<file path="src/rtl/ssc_cfg.svh">
// Register map, field positions and reset values of the serial status block
`ifndef SSC_CFG_SVH
`define SSC_CFG_SVH

// ==========================================================
// Register offsets (byte addresses, one word each)
`define SSC_ADDR_W 8
`define SSC_OFS_MODE 8'h00
`define SSC_OFS_CTRL 8'h04
`define SSC_OFS_STATUS 8'h08
`define SSC_OFS_TXHOLD 8'h0c
`define SSC_OFS_RXDATA 8'h10

// ==========================================================
// Status fields
`define SSC_ST_RESET 8'h84
`define SSC_ST_TX_EMPTY_FLAG 7
`define SSC_ST_RX_FULL_FLAG 6
`define SSC_ST_OVERRUN_FLAG 5
`define SSC_ST_FER 4
`define SSC_ST_PER 3
`define SSC_ST_TX_END_FLAG 2
`define SSC_ST_MPB 1
`define SSC_ST_TX_MULTIPROC_BIT 0
`define SSC_ST_CLR_LO 3

// ==========================================================
// Control fields
`define SSC_CTRL_RESET 8'h00
`define SSC_CTRL_TE 5
`define SSC_CTRL_RE 4
`define SSC_CTRL_TX_END_IRQ_ENABLE 2
`define SSC_CTRL_CLK_SRC_SELECT_HI 1
`define SSC_CTRL_CLK_SRC_SELECT_LO 0

// ==========================================================
// Mode fields
`define SSC_MODE_RESET 8'h00
`define SSC_MODE_SYNC 7
`define SSC_MODE_PEN 5
`define SSC_MODE_ODD 4
`define SSC_MODE_MP 2

`endif

</file>
<file path="src/rtl/ssc_pkg.sv">
// Shared types of the serial status block
package ssc_pkg;

   // ==========================================================
   // Clock source selection as resolved from mode and select bits
   typedef enum logic [1:0] {
      SSC_CK_INT_IN = 2'h0,
      SSC_CK_INT_OUT = 2'h1,
      SSC_CK_EXT = 2'h3
   } ssc_ck_mode_t;

   // ==========================================================
   // One finished character from the receive shifter
   typedef struct packed {
      logic [7:0] data;
      logic stop;
      logic parity;
      logic rx_multiproc_bit;
   } ssc_rx_evt_t;

   // ==========================================================
   // Serial clock pin drive
   typedef struct packed {
      logic o;
      logic oe;
   } ssc_pin_t;

endpackage

</file>
<file path="src/rtl/ssc_serial_status.sv">
// Serial channel status flags, clock select and register slave
`timescale 1ns/100ps
`default_nettype none
`include "ssc_cfg.svh"

module ssc_serial_status
   import ssc_pkg::*;
(
   // Clock and reset
   input wire logic pclk,
   input wire logic presetn,
   // APB slave
   input wire logic [`SSC_ADDR_W-1:0] paddr,
   input wire logic psel,
   input wire logic penable,
   input wire logic pwrite,
   input wire logic [31:0] pwdata,
   output logic [31:0] prdata,
   output logic pready,
   output logic pslverr,
   // Power state
   input wire logic standby,
   // Transmit engine
   input wire logic tx_load,
   input wire logic tx_last_bit,
   output logic [7:0] tx_holding_reg,
   output logic tx_multiproc_bit,
   output logic tx_enable,
   output logic tx_hold,
   // Receive engine
   input wire logic rx_end,
   input wire ssc_rx_evt_t rx_evt,
   output logic rx_enable,
   output logic rx_hold,
   output logic sync_mode,
   // Bit-rate generator
   input wire logic half_bit_tick,
   output logic serial_tick,
   // Serial clock pin
   input wire logic sck_i,
   output logic sck_o,
   output logic sck_oe,
   // Interrupt request
   output logic tx_end_irq
);

   // ==========================================================
   // Declarations
   logic [7:0] serial_mode_reg, serial_control_reg, rx_data_reg, status;
   logic [31:0] prdata_r;
   logic tx_empty_flag_r, rx_full_flag_r, overrun_flag_r, fer_r, per_r, tx_end_flag_r, mpb_r, tx_multiproc_bit_r;
   logic [7:`SSC_ST_CLR_LO] arm_r, clr, set_ev;
   logic setup, wr_acc, rd_acc, wr_mode, wr_ctrl, wr_status, wr_txhold, rd_status, ctrl_zero;
   logic te, is_sync, rx_stall, rx_take, ovr_ev, fer_ev, per_ev, ok_ev, sck_in_s;
   ssc_ck_mode_t ck_mode;
   ssc_pin_t sck_pin;

   // ==========================================================
   // Helpers
   function automatic logic addr_hit(input logic [`SSC_ADDR_W-1:0] a);
      addr_hit = (a == `SSC_OFS_MODE) || (a == `SSC_OFS_CTRL) ||
                 (a == `SSC_OFS_STATUS) || (a == `SSC_OFS_TXHOLD) ||
                 (a == `SSC_OFS_RXDATA);
   endfunction

   function automatic ssc_ck_mode_t resolve_ck(input logic sync, input logic hi, input logic lo);
      resolve_ck = hi ? SSC_CK_EXT :
                   ((sync || lo) ? SSC_CK_INT_OUT : SSC_CK_INT_IN);
   endfunction

   function automatic logic parity_bad(input logic [7:0] d, input logic p, input logic odd);
      parity_bad = ((^d) ^ p) != odd;
   endfunction

   // ==========================================================
   // Bus decode
   // No wait states: every access completes in its first access cycle
   assign setup = psel & ~penable;
   assign wr_acc = psel & penable & pwrite & addr_hit(paddr);
   assign rd_acc = psel & penable & ~pwrite;
   assign wr_mode = wr_acc & (paddr == `SSC_OFS_MODE);
   assign wr_ctrl = wr_acc & (paddr == `SSC_OFS_CTRL);
   assign wr_status = wr_acc & (paddr == `SSC_OFS_STATUS);
   assign wr_txhold = wr_acc & (paddr == `SSC_OFS_TXHOLD);
   assign rd_status = rd_acc & (paddr == `SSC_OFS_STATUS);
   assign ctrl_zero = wr_ctrl & (pwdata[7:0] == `SSC_CTRL_RESET);
   assign pready = 1'b1;
   assign pslverr = psel & penable & ~addr_hit(paddr);
   assign prdata = prdata_r;

   // ==========================================================
   // Control fields
   assign te = serial_control_reg[`SSC_CTRL_TE];
   assign is_sync = serial_mode_reg[`SSC_MODE_SYNC];
   assign tx_enable = te;
   assign rx_enable = serial_control_reg[`SSC_CTRL_RE];
   assign sync_mode = is_sync;
   assign tx_multiproc_bit = tx_multiproc_bit_r;

   // ==========================================================
   // Mode and control registers
   // Select bits are taken as written; ordering against mode is software's job
   always_ff @(posedge pclk or negedge presetn) begin
      if (!presetn) begin
         serial_mode_reg <= `SSC_MODE_RESET;
      end else if (wr_mode) begin
         serial_mode_reg <= pwdata[7:0];
      end
   end

   always_ff @(posedge pclk or negedge presetn) begin
      if (!presetn) begin
         serial_control_reg <= `SSC_CTRL_RESET;
      end else if (wr_ctrl) begin
         serial_control_reg <= pwdata[7:0];
      end
   end

   // ==========================================================
   // Transmit holding register
   always_ff @(posedge pclk or negedge presetn) begin
      if (!presetn) begin
         tx_holding_reg <= 8'h00;
      end else if (wr_txhold) begin
         tx_holding_reg <= pwdata[7:0];
      end
   end

   // ==========================================================
   // Read data, captured in the setup cycle
   always_ff @(posedge pclk or negedge presetn) begin
      if (!presetn) begin
         prdata_r <= 32'h0000_0000;
      end else if (setup && !pwrite) begin
         case (paddr)
            `SSC_OFS_MODE: prdata_r <= {24'h00_0000, serial_mode_reg};
            `SSC_OFS_CTRL: prdata_r <= {24'h00_0000, serial_control_reg};
            `SSC_OFS_STATUS: prdata_r <= {24'h00_0000, status};
            `SSC_OFS_TXHOLD: prdata_r <= {24'h00_0000, tx_holding_reg};
            `SSC_OFS_RXDATA: prdata_r <= {24'h00_0000, rx_data_reg};
            default: prdata_r <= 32'h0000_0000;
         endcase
      end
   end

   // ==========================================================
   // Status assembly
   always_comb begin
      status = 8'h00;
      status[`SSC_ST_TX_EMPTY_FLAG] = tx_empty_flag_r;
      status[`SSC_ST_RX_FULL_FLAG] = rx_full_flag_r;
      status[`SSC_ST_OVERRUN_FLAG] = overrun_flag_r;
      status[`SSC_ST_FER] = fer_r;
      status[`SSC_ST_PER] = per_r;
      status[`SSC_ST_TX_END_FLAG] = tx_end_flag_r;
      status[`SSC_ST_MPB] = mpb_r;
      status[`SSC_ST_TX_MULTIPROC_BIT] = tx_multiproc_bit_r;
   end

   // ==========================================================
   // Read-then-clear tracking
   // Arming uses the value the master actually got, not the live flag
   assign set_ev[`SSC_ST_TX_EMPTY_FLAG] = tx_load;
   assign set_ev[`SSC_ST_RX_FULL_FLAG] = ok_ev;
   assign set_ev[`SSC_ST_OVERRUN_FLAG] = ovr_ev;
   assign set_ev[`SSC_ST_FER] = fer_ev;
   assign set_ev[`SSC_ST_PER] = per_ev;

   assign clr = {$bits(clr){wr_status}} & ~pwdata[`SSC_ST_TX_EMPTY_FLAG:`SSC_ST_CLR_LO] &
                arm_r;

   always_ff @(posedge pclk or negedge presetn) begin
      if (!presetn) begin
         arm_r <= '0;
      end else begin
         for (int i = `SSC_ST_CLR_LO; i <= `SSC_ST_TX_EMPTY_FLAG; i++) begin
            if (standby || clr[i] || set_ev[i]) begin
               arm_r[i] <= 1'b0;
            end else if (rd_status && prdata_r[i]) begin
               arm_r[i] <= 1'b1;
            end
         end
      end
   end

   // ==========================================================
   // Transmit-empty
   // A load in the same cycle as a clear wins, so no load is missed
   always_ff @(posedge pclk or negedge presetn) begin
      if (!presetn) begin
         tx_empty_flag_r <= 1'b1;
      end else if (standby || ctrl_zero || !te) begin
         tx_empty_flag_r <= 1'b1;
      end else if (tx_load) begin
         tx_empty_flag_r <= 1'b1;
      end else if (clr[`SSC_ST_TX_EMPTY_FLAG] || wr_txhold) begin
         tx_empty_flag_r <= 1'b0;
      end
   end

   // ==========================================================
   // Transmit-end and its request
   always_ff @(posedge pclk or negedge presetn) begin
      if (!presetn) begin
         tx_end_flag_r <= 1'b1;
      end else if (standby || ctrl_zero) begin
         tx_end_flag_r <= 1'b1;
      end else if (tx_last_bit && tx_empty_flag_r) begin
         tx_end_flag_r <= 1'b1;
      end else if (clr[`SSC_ST_TX_EMPTY_FLAG]) begin
         tx_end_flag_r <= 1'b0;
      end
   end

   // Level request; disabling the enable drops it at once
   assign tx_end_irq = tx_end_flag_r & serial_control_reg[`SSC_CTRL_TX_END_IRQ_ENABLE];

   // ==========================================================
   // Receive event classification
   assign rx_stall = overrun_flag_r | fer_r | per_r;
   assign rx_hold = rx_stall;
   assign tx_hold = is_sync & rx_stall;
   assign rx_take = rx_end & ~rx_stall;
   assign ovr_ev = rx_take & rx_full_flag_r;
   assign fer_ev = rx_take & ~rx_full_flag_r & ~is_sync & ~rx_evt.stop;
   assign per_ev = rx_take & ~rx_full_flag_r & ~is_sync & serial_mode_reg[`SSC_MODE_PEN] &
                   parity_bad(rx_evt.data, rx_evt.parity,
                              serial_mode_reg[`SSC_MODE_ODD]);
   assign ok_ev = rx_take & ~rx_full_flag_r & ~fer_ev & ~per_ev;

   // ==========================================================
   // Receive data register
   // Error characters still land here; an overrun character never does
   always_ff @(posedge pclk or negedge presetn) begin
      if (!presetn) begin
         rx_data_reg <= 8'h00;
      end else if (rx_take && !rx_full_flag_r) begin
         rx_data_reg <= rx_evt.data;
      end
   end

   // ==========================================================
   // Receive-full
   always_ff @(posedge pclk or negedge presetn) begin
      if (!presetn) begin
         rx_full_flag_r <= 1'b0;
      end else if (standby) begin
         rx_full_flag_r <= 1'b0;
      end else if (ok_ev) begin
         rx_full_flag_r <= 1'b1;
      end else if (clr[`SSC_ST_RX_FULL_FLAG]) begin
         rx_full_flag_r <= 1'b0;
      end
   end

   // ==========================================================
   // Overrun; receive disable does not touch it
   always_ff @(posedge pclk or negedge presetn) begin
      if (!presetn) begin
         overrun_flag_r <= 1'b0;
      end else if (standby) begin
         overrun_flag_r <= 1'b0;
      end else if (ovr_ev) begin
         overrun_flag_r <= 1'b1;
      end else if (clr[`SSC_ST_OVERRUN_FLAG]) begin
         overrun_flag_r <= 1'b0;
      end
   end

   // ==========================================================
   // Framing error
   always_ff @(posedge pclk or negedge presetn) begin
      if (!presetn) begin
         fer_r <= 1'b0;
      end else if (standby) begin
         fer_r <= 1'b0;
      end else if (fer_ev) begin
         fer_r <= 1'b1;
      end else if (clr[`SSC_ST_FER]) begin
         fer_r <= 1'b0;
      end
   end

   // ==========================================================
   // Parity error
   always_ff @(posedge pclk or negedge presetn) begin
      if (!presetn) begin
         per_r <= 1'b0;
      end else if (standby) begin
         per_r <= 1'b0;
      end else if (per_ev) begin
         per_r <= 1'b1;
      end else if (clr[`SSC_ST_PER]) begin
         per_r <= 1'b0;
      end
   end

   // ==========================================================
   // Multiprocessor bits
   always_ff @(posedge pclk or negedge presetn) begin
      if (!presetn) begin
         mpb_r <= 1'b0;
      end else if (standby) begin
         mpb_r <= 1'b0;
      end else if (rx_take && !rx_full_flag_r && !is_sync && serial_mode_reg[`SSC_MODE_MP]) begin
         mpb_r <= rx_evt.rx_multiproc_bit;
      end
   end

   always_ff @(posedge pclk or negedge presetn) begin
      if (!presetn) begin
         tx_multiproc_bit_r <= 1'b0;
      end else if (standby) begin
         tx_multiproc_bit_r <= 1'b0;
      end else if (wr_status) begin
         tx_multiproc_bit_r <= pwdata[`SSC_ST_TX_MULTIPROC_BIT];
      end
   end

   // ==========================================================
   // Serial clock source
   // External clock is expected at the bit rate; each rising pin edge is one tick, undivided
   assign ck_mode = resolve_ck(is_sync, serial_control_reg[`SSC_CTRL_CLK_SRC_SELECT_HI],
                               serial_control_reg[`SSC_CTRL_CLK_SRC_SELECT_LO]);

   ssc_sync2 u_sck_sync (
      .pclk(pclk),
      .presetn(presetn),
      .d(sck_i),
      .q(sck_in_s)
   );

   ssc_clk_sel u_clk_sel (
      .pclk(pclk),
      .presetn(presetn),
      .ck_mode(ck_mode),
      .half_bit_tick(half_bit_tick),
      .sck_in_s(sck_in_s),
      .sck_pin(sck_pin),
      .serial_tick(serial_tick)
   );

   assign sck_o = sck_pin.o;
   assign sck_oe = sck_pin.oe;

endmodule
`default_nettype wire

</file>
<file path="src/rtl/ssc_sync2.sv">
// Two-flop synchroniser for a level from outside the pclk domain
`timescale 1ns/100ps
`default_nettype none

module ssc_sync2 (
   // Clock and reset
   input wire logic pclk,
   input wire logic presetn,
   // Level
   input wire logic d,
   output logic q
);

   logic meta_r;

   always_ff @(posedge pclk or negedge presetn) begin
      if (!presetn) begin
         meta_r <= 1'b0;
         q <= 1'b0;
      end else begin
         meta_r <= d;
         q <= meta_r;
      end
   end

endmodule
`default_nettype wire

</file>
<file path="src/rtl/ssc_clk_sel.sv">
// Serial clock source: pin drive, internal clock out and external edge finder
`timescale 1ns/100ps
`default_nettype none

module ssc_clk_sel
   import ssc_pkg::*;
(
   // Clock and reset
   input wire logic pclk,
   input wire logic presetn,
   // Selection
   input wire ssc_ck_mode_t ck_mode,
   input wire logic half_bit_tick,
   // Pin
   input wire logic sck_in_s,
   output ssc_pin_t sck_pin,
   // To shift engines
   output logic serial_tick
);

   logic sck_r;
   logic sck_prev_r;
   logic tick_r;

   // ==========================================================
   // Internal clock, one full period per bit
   always_ff @(posedge pclk or negedge presetn) begin
      if (!presetn) begin
         sck_r <= 1'b1;
      end else if (half_bit_tick) begin
         sck_r <= ~sck_r;
      end
   end

   // ==========================================================
   // Edge finder on the synchronised pin
   always_ff @(posedge pclk or negedge presetn) begin
      if (!presetn) begin
         sck_prev_r <= 1'b0;
         tick_r <= 1'b0;
      end else begin
         sck_prev_r <= sck_in_s;
         if (ck_mode == SSC_CK_EXT) begin
            // External clock: each rising pin edge is one tick
            tick_r <= sck_in_s & ~sck_prev_r;
         end else begin
            tick_r <= half_bit_tick & sck_r;
         end
      end
   end

   assign serial_tick = tick_r;
   assign sck_pin.o = sck_r;
   assign sck_pin.oe = (ck_mode == SSC_CK_INT_OUT);

endmodule
`default_nettype wire

</file>
<file path="config.mk">
export PLATFORM = sky130hd
export DESIGN_NAME = ssc_serial_status
export DESIGN_NICKNAME = d
export VERILOG_FILES = /design/src/rtl/ssc_pkg.sv /design/src/rtl/ssc_serial_status.sv /design/src/rtl/ssc_sync2.sv /design/src/rtl/ssc_clk_sel.sv
export VERILOG_INCLUDE_DIRS = /design/src /design/src/rtl
export SDC_FILE = /design/constraint.sdc
export NUM_CORES = 1
export LEC_CHECK = 0
export BUFFER_PORTS_ARGS = -buffer_cell sky130_fd_sc_hd__buf_2
export CORE_MARGIN = 3
export CORE_UTILIZATION = 53
export DETAILED_ROUTE_END_ITERATION = 16
export GPL_ROUTABILITY_DRIVEN = 0
export MAX_ROUTING_LAYER = met4
export PLACE_DENSITY = 0.83
export REMOVE_ABC_BUFFERS = 1
export SLEW_MARGIN = 20
export SYNTH_ARGS = -nofsm -noshare
export SYNTH_HDL_FRONTEND = slang
export SYNTH_SLANG_ARGS = --single-unit
</file>
<file path="constraint.sdc">
create_clock -name pclk -period 4.7 [get_ports pclk]
set_input_delay 0.47 -clock pclk [delete_from_list [all_inputs] [get_ports pclk]]
set_output_delay 0.47 -clock pclk [all_outputs]
set_load 0.1 [all_outputs]
</file>
==> summary.txt, run 1 <==
Global routing
  • GR Overflow Total: 0
  • Pin count of the biggest net entering global routing: about 60
  • Vias in the first global route: 2,300
  • Tot GR Track Use: 24.58%
  • Initial antenna violation count: 0
  • Global-route wire length before repair: 11,460 um

Layout
  • Area Overhead vs Synth: 15.84%
  • Fin nets: between 400 and 500
  • Final instance area: 0.003458 mm2
  • Layout cells sized above 1: between 20% and 30%
  • Number of diodes: 0
  • Fillers: ~450

Routing
  • Remaining DRCs: 0
  • Initial drt markers: around 210
  • DRT Wirelength: 7223 um
  • Final ANT Viol Nets: 0
  • Avg WL per Cell: around 17 um
  • Routed via count: about 2,400
  • DRT Pass-1 Iters: 4
  • Vias per cell: about 5.6

Floorplan
  • Die footprint: about 0.0066 mm2
  • Core ar.: 0.005270 mm2
  • I/O pin cnt: ~110
  • Die Ht: around 80 um
  • Die Width: between 80 and 90 um
  • Initial Utilization: 56.65%
  • FP Rows: 26

Logic synthesis
  • Syn Inst Count: approximately 290
  • Synth Flop Type: dfrtp_1
  • Main area contributors after synthesis: dfrtp_1 46%, mux2_2 7.2%, buf_4 6.8%
  • Syn avg cell area: 10.40 um2
  • Most numerous cell in the Yosys netlist: dfrtp_1
  • Leading cell types by count after synthesis: 55 x dfrtp_1, 45 x nand2_1, 27 x buf_4, 21 x o21ai_0, 19 x mux2_2
  • Count of cell types in the netlist: 46
  • Yosys top cell by area: dfrtp_1
  • Synthesized flop and latch total: 58
  • Syn Std Cell Area: roughly 0.003 mm2
  • Post-synthesis sequential area ratio: roughly half
  • Ys async rst share: 100.0%
  • EDFF count, synth: 0
  • Post-synth top area share: between 40 and 50%
  • YS warnings: 0

Clock network
  • Number of post-CTS setup repair buffers: 0
  • PostCTS Resize Cnt: 0
  • CTS max path bufs: 2
  • Clk_lat worst skew: 0.34 ns
  • CTS H-tree lvls: 3
  • Root buf cell: clkbuf_8
  • Clock tree sinks: 58
  • Clock transition at path regs: around 0.060 ns
  • CTS buffer count: 9
  • Post-CTS Hold Buffers: 0
  • CTS tree: yes

Placement
  • Number of port buffers: 64
  • HPWL after DPL: between 5000 and 6000 um
  • Placed inst area: 0.003254 mm2

Setup path
  • Nature of the critical path endpoint: register
  • CP max FO: 9
  • Startpoint types: input pin
  • CP arrival: roughly 2.5 ns
  • Critical Path RT: a little under 5 ns
  • Reg2reg path depth: 5
  • Setup CP Type: input pin to register

STA
  • Fin crit share: between 40% and 50%
  • Max Slew Vio Count: 0
  • Fin. Hold Viols: 0
  • Slew @ Worst Pin: between 0.7 and 0.8 ns
  • Tmin final: 2.279 ns
  • Layout Skew: 0.008427 ns
  • RSZ-0062 raised after global routing: no
  • Max frequency: ~440 MHz
  • Count of final setup violators: 0
  • Setup TNS: 0 ns
  • Slew headroom: 52.58%

Outcome
  • Status: completed

Hold path
  • Hold Path Stages: 1
  • Hold crit path type: input pin to register

Power
  • Leakage power: 1.766 nW
  • Peak VDD IR: approximately 0.42 mV
  • Cell Pwr Density: 380.8 mW/mm2

Run
  • Max-cap violations: 0
-- final cells by class --
class | count | area (um2) | area share [%]
clock buffer | 11 | 151.4 | 4.378
sequential | 58 | 1455 | 42.08
timing repair buffer | 65 | 327.8 | 9.479
inverter | 5 | 18.77 | 0.5427
tap | 70 | 87.58 | 2.533
multi-input combinational | 212 | 1365 | 39.47
clock inverter | 5 | 52.55 | 1.520
-- metal layers --
metal / track usage [%] / part of all wire, % / up-vias
met3: 5.765 / 10 / 10
met4: 10.98 / 1.9 / 0
met5: - / 0 / -
met2: 37.27 / 48 / 129
li1: - / - / 1097
met1: 31.52 / 40 / 1142
-- layout by cell type (no fill, tap or decap), types with 2 or more instances in the layout --
master	instances
a211oi_1	2
conb_1	25
nand2_1	45
xnor2_1	6
o211ai_1	2
clkbuf_8	11
dfstp_2	3
nand3_1	6
mux2_2	19
and3b_1	2
nor2b_1	4
nor3b_1	3
inv_1	5
a21oi_1	8
o21ai_0	21
buf_2	64
dfrtp_1	55
nor3_1	2
a22oi_1	12
mux2i_1	5
mux2_1	8
o22a_1	6
nor2_1	8
nand2_2	2
o31ai_1	3
clkinv_2	3
nor4_1	2
nand3b_1	3
-- power by group --
part / total, mW / switching [mW] / leakage [nW] / internal, mW
Clock: 0.469 / 0.199 / 0.105 / 0.271
Combinational: 0.296 / 0.243 / 0.885 / 0.0535
Sequential: 0.552 / 0.0201 / 0.776 / 0.531
Total: 1.32 / 0.461 / 1.77 / 0.856
-- metrics by stage --
step | util [%] | worst slack, ns | instances | power, mW | hold slack [ns]
after global routing | 65.62 | 2.260 | 426 | 1.370 | 0.2201
final | 65.62 | 2.421 | 426 | 1.317 | 0.2413
after CTS | 65.62 | 2.424 | 426 | 1.323 | 0.2256
after detailed placement | 61.75 | 2.075 | 410 | 0.8554 | 0.3484
after floorplan | - | 1.780 | 275 | 0.7822 | 0.1744
after global placement | 61.75 | 2.093 | 410 | 0.8507 | 0.3369
-- logic make-up (layout without fill, tap and decap cells) --
kind of cell           count (synthesis)  count (layout)  share of synthesized area, %
XOR/XNOR                               8               8                         2.808
other                                  2              25                        0.2516
multiplexers                          32              32                         11.86
AO/OA/AOI/OAI                         60              60                         12.99
AND/OR/NAND/NOR                       87              87                         14.92
flip-flops                            58              58                         48.74
buffers and inverters                 40              86                         8.424
-- worst max-delay path: stages --
cell,delay [ns]
buf_2,0.09
or4_1,0.54
and4bb_1,0.52
and3b_1,0.49
mux2_1,0.37
-- final timing paths --
path / startpoint / end / slack, ns
min: sck_i / u_sck_sync.meta_r / 0.24
max reg2reg: overrun_flag_r / mpb_r / 2.50
min reg2reg: u_sck_sync.meta_r / u_sck_sync.q / 0.36
max in group asynchronous: presetn / rx_data_reg[3] / 3.95
min in group asynchronous: presetn / tx_holding_reg[7] / 0.25
max: paddr[7] / serial_control_reg[3] / 2.42
No activity file was read; power rests on OpenSTA's default activity.
==> run 2: changes to the inputs <==
- ABC_AREA: unset -> 1
- CORE_UTILIZATION: 53 -> 46
- PLACE_DENSITY: 0.83 -> 0.74
- clock period: 4.7 -> 2 ns (I/O delays scaled with it)
==> run 2 against run 1 <==
Compared with the run above:
- non-clock buffer count increased by 7
- utilization decreased by 8.8 points
- synthesized cell count increased by 49%
- worst setup slack got worse by 2.3 ns
- combinational power increased to 3.0 times the previous value
- sequential share of layout area decreased by 4.8 points
- sequential cell count unchanged
- die area increased by 25%
- power increased to 2.6 times the previous value
==> summary.txt, run 2 <==
Layout
  • Area Overhead vs Synth: 18.53% (was 15.84%)
  • Most common cell after layout, fill and taps aside: nand2_1 (was buf_2)
  • Final instance area: 0.003906 mm2 (was 0.003458 mm2)
  • Cell Count, Final, Fillers Out: 605 (was 426)
  • Number of diodes: 0 (unchanged)
  • Commonest cells after routing, fill and taps aside: 118 x nand2_1, 64 x buf_2, 55 x dfrtp_1 (was 64 x buf_2, 55 x dfrtp_1, 45 x nand2_1)
  • Fin nets: 566 (was 413)
  • Layout cells sized above 1: 23.97% (was 29.78%)

Hold path
  • Hold crit path type: input pin to register (unchanged)
  • Min-delay src: half_bit_tick (was sck_i)

Placement
  • Placed inst area: 0.003661 mm2 (was 0.003254 mm2)
  • Worst slack, placed: 0.2825 ns (was 2.075 ns)
  • Number of port buffers: 64 (unchanged)
  • HPWL after DPL: 6312 um (was 5079 um)
  • Cells after DPL: 587 (was 410)

Setup path
  • R2r setup slk: 0.35 ns (was 2.50 ns)
  • CP max FO: 6 (was 9)
  • Nature of the critical path endpoint: output pin (was register)
  • Worst reg2reg path startpoint: overrun_flag_r (unchanged)
  • Critical Path RT: 1.80 ns (was 4.91 ns)
  • Startpoint types: register (was input pin)
  • CP Cell Sequence: inv_1 > a21oi_1 > buf_2 (was buf_2 > or4_1 > and4bb_1 > and3b_1 > mux2_1)
  • Worst path max stage delay: 0.48 ns (was 0.54 ns)
  • Worst Setup SP: serial_mode_reg[7] (was paddr[7])
  • Crit-path slowest cell: dfrtp_1 (was or4_1)
  • Setup CP Type: register to output pin (was input pin to register)
  • CP arrival: 1.67 ns (was 2.49 ns)

Floorplan
  • Die Ht: 90.65 um (was 81.05 um)
  • FP Rows: 30 (was 26)
  • I/O pin cnt: 114 (unchanged)
  • Core ar.: 0.006869 mm2 (was 0.005270 mm2)
  • Die footprint: 0.008217 mm2 (was 0.006569 mm2)
  • Initial Utilization: 47.98% (was 56.65%)
  • Die Width: 90.65 um (was 81.05 um)

Global routing
  • GR Overflow Total: 0 (unchanged)
  • Initial antenna violation count: 0 (unchanged)
  • Vias in the first global route: 2,792 (was 2,300)
  • Tot GR Track Use: 21.78% (was 24.58%)
  • Global-route wire length before repair: 13,650 um (was 11,460 um)
  • Pin count of the biggest net entering global routing: 35 (was 59)

STA
  • Layout Skew: 0.009511 ns (was 0.008427 ns)
  • Fin crit share: between 90 and 100%
  • Fin. Hold Viols: 0 (unchanged)
  • Max Slew Vio Count: 0 (unchanged)
  • Count of final setup violators: 0 (unchanged)
  • Tmin final: around 1.9 ns
  • Max frequency: ~540 MHz
  • Slew headroom: 58.94% (was 52.58%)
  • RSZ-0062 raised after global routing: no (unchanged)
  • Slew @ Worst Pin: 0.6159 ns (was 0.7113 ns)
  • Setup slack after layout: 0.1346 ns (was 2.421 ns)

Logic synthesis
  • Leading cell types by count after synthesis: 118 x nand2_1, 55 x dfrtp_1, 51 x inv_1, 38 x nor2_1, 36 x nand3_1 (was 55 x dfrtp_1, 45 x nand2_1, 27 x buf_4, 21 x o21ai_0, 19 x mux2_2)
  • Xor and xnor fraction of the mapped netlist area: 0.7973% (was 2.808%)
  • Syn Inst Count: 428 (was 287)
  • YS warnings: 0 (unchanged)
  • Compound-Gate Fraction of Synth Area: 9.643% (was 12.99%)
  • Mux contribution to synthesized area: 0% (was 11.86%)
  • Count of cell types in the netlist: 35 (was 46)
  • Largest family of logic cells by synthesized area: simple AND/OR/NAND/NOR gates (unchanged)
  • Syn Std Cell Area: 0.003296 mm2 (was 0.002985 mm2)
  • Synthesized flop and latch total: 58 (unchanged)
  • EDFF count, synth: 0 (unchanged)
  • Yosys top cell by area: dfrtp_1 (unchanged)
  • Synth Flop Type: dfrtp_1 (unchanged)
  • Post-Synth Adder-Cell Area: 0% (unchanged)
  • Main area contributors after synthesis: dfrtp_1 42%, nand2_1 13%, buf_4 5.9% (was dfrtp_1 46%, mux2_2 7.2%, buf_4 6.8%)
  • Post-synth top area share: 41.76% (was 46.10%)
  • Post-synthesis sequential area ratio: 44.15% (was 48.74%)
  • Syn avg cell area: 7.700 um2 (was 10.40 um2)
  • Post-synthesis simple-gate area fraction: 32.08% (was 14.92%)
  • Ys async rst share: 100.0% (unchanged)
  • Most numerous cell in the Yosys netlist: nand2_1 (was dfrtp_1)

Routing
  • Initial drt markers: 216 (was 213)
  • Routed via count: 2,961 (was 2,378)
  • DRT Wirelength: 8416 um (was 7223 um)
  • Remaining DRCs: 0 (unchanged)
  • Vias per cell: 4.894 (was 5.582)
  • Final ANT Viol Nets: 0 (unchanged)
  • Avg WL per Cell: 13.91 um (was 16.96 um)
  • DRT Pass-1 Iters: 5 (was 4)

Power
  • Peak VDD IR: 0.3105 mV (was 0.4246 mV)
  • Comb pwr share: 25.6% (was 22.5%)
  • Power share of the sequential group: 38.4% (was 41.9%)
  • Sw Share: 38.62% (was 35.03%)
  • Cell-internal power: 2.126 mW (was 0.8556 mW)
  • Clock Power Share: 36.0% (was 35.6%)
  • Cell Pwr Density: 886.6 mW/mm2 (was 380.8 mW/mm2)
  • P_sw: 1.338 mW (was 0.4613 mW)
  • Leakage power: 2.060 nW (was 1.766 nW)

Clock network
  • Root buf cell: clkbuf_8 (unchanged)
  • Post-CTS Hold Buffers: 2 (was 0)
  • Number of post-CTS setup repair buffers: 0 (unchanged)
  • CTS tree: yes (unchanged)
  • Clock transition at path regs: 0.07 ns (was 0.06 ns)
  • Clk_lat worst skew: 0.35 ns (was 0.34 ns)
  • CTS H-tree lvls: 3 (unchanged)
  • CTS max path bufs: 2 (unchanged)
  • PostCTS Resize Cnt: 0 (unchanged)
  • Clock tree sinks: 58 (unchanged)
  • CTS buffer count: 9 (unchanged)

Outcome
  • Status: completed (unchanged)

Run
  • Max-cap violations: 0 (unchanged)
[run 2: changes by cell type after synthesis, sizes merged, moves of 6 or more]
cell / change
a22oi: -12
nor2: +37
o22a: -6
nand3: +31
mux2: -27
nand2: +78
inv: +51
o21ai: +16
nor3: +9
[run 2: final cells by class]
cell class / instances / area (um2)
fill: 656 / 2963
inverter: 56 / 212.7
clock inverter: 7 / 101.3
multi-input combinational: 307 / 1495
clock buffer: 9 / 123.9
timing repair buffer: 72 / 397.9
tap: 96 / 120.1
sequential: 58 / 1455
[run 2: worst max-delay path, delay by kind of cell, from the launching register on]
family / cells / cell delay (ns)
AOI/OAI and AO/OA: 1 / 0.22
buffers and inverters: 2 / 0.61
DFF: 1 / 0.48
[run 2: final timing paths]
| check | to | depth (start not counted) |
|---|---|---|
| worst max-delay path | sck_oe | 3 |
| worst min-delay path | u_clk_sel.sck_r | 2 |
| worst max register to register | arm_r[6] | 7 |
| worst min register to register | u_sck_sync.q | 0 |
| max in group asynchronous | u_clk_sel.sck_r | 3 |
| min in group asynchronous | arm_r[6] | 2 |
[run 2: cells by family (layout without fill, tap and decap cells)]
logic type / count (synthesis) / after routing
DFF: 58 / 58
xor gates and xnor gates: 3 / 3
and+or+nand+nor: 226 / 226
AOI/OAI and AO/OA: 53 / 53
other: 2 / 25
buffers and inverters: 86 / 144
[run 2: power by group through the flow]
stage	combinational, mW	sequential (mW)	clock (mW)
3_3_place_gp	0.873	1.35	0
6_report	0.888	1.33	1.25
4_1_cts	0.890	1.33	1.26
2_1_floorplan	0.426	1.62	0
5_1_grt	0.944	1.34	1.31
3_5_place_dp	0.884	1.35	0
[run 2: through the flow]
step,power [mW],hold WS [ns],TNS (ns),utilization [%]
after floorplan,2.043,-0.09559,-1.502,-
after global placement,2.218,0.2409,0,53.30
after detailed placement,2.234,0.2408,0,53.30
after CTS,3.474,0.01119,0,56.87
after global routing,3.601,0.03297,0,56.87
final,3.463,0.02016,0,56.87
[run 2: metal layers]
layer / vias to the layer above / GRT usage [%] / part of all wire [%] / routed length (um)
li1: 1464 / - / - / -
met1: 1345 / 27.98 / 42 / 3558
met2: 136 / 34.34 / 48 / 4022
met3: 16 / 4.417 / 8.1 / 685
met4: 0 / 7.653 / 1.8 / 150
met5: - / - / 0 / 0
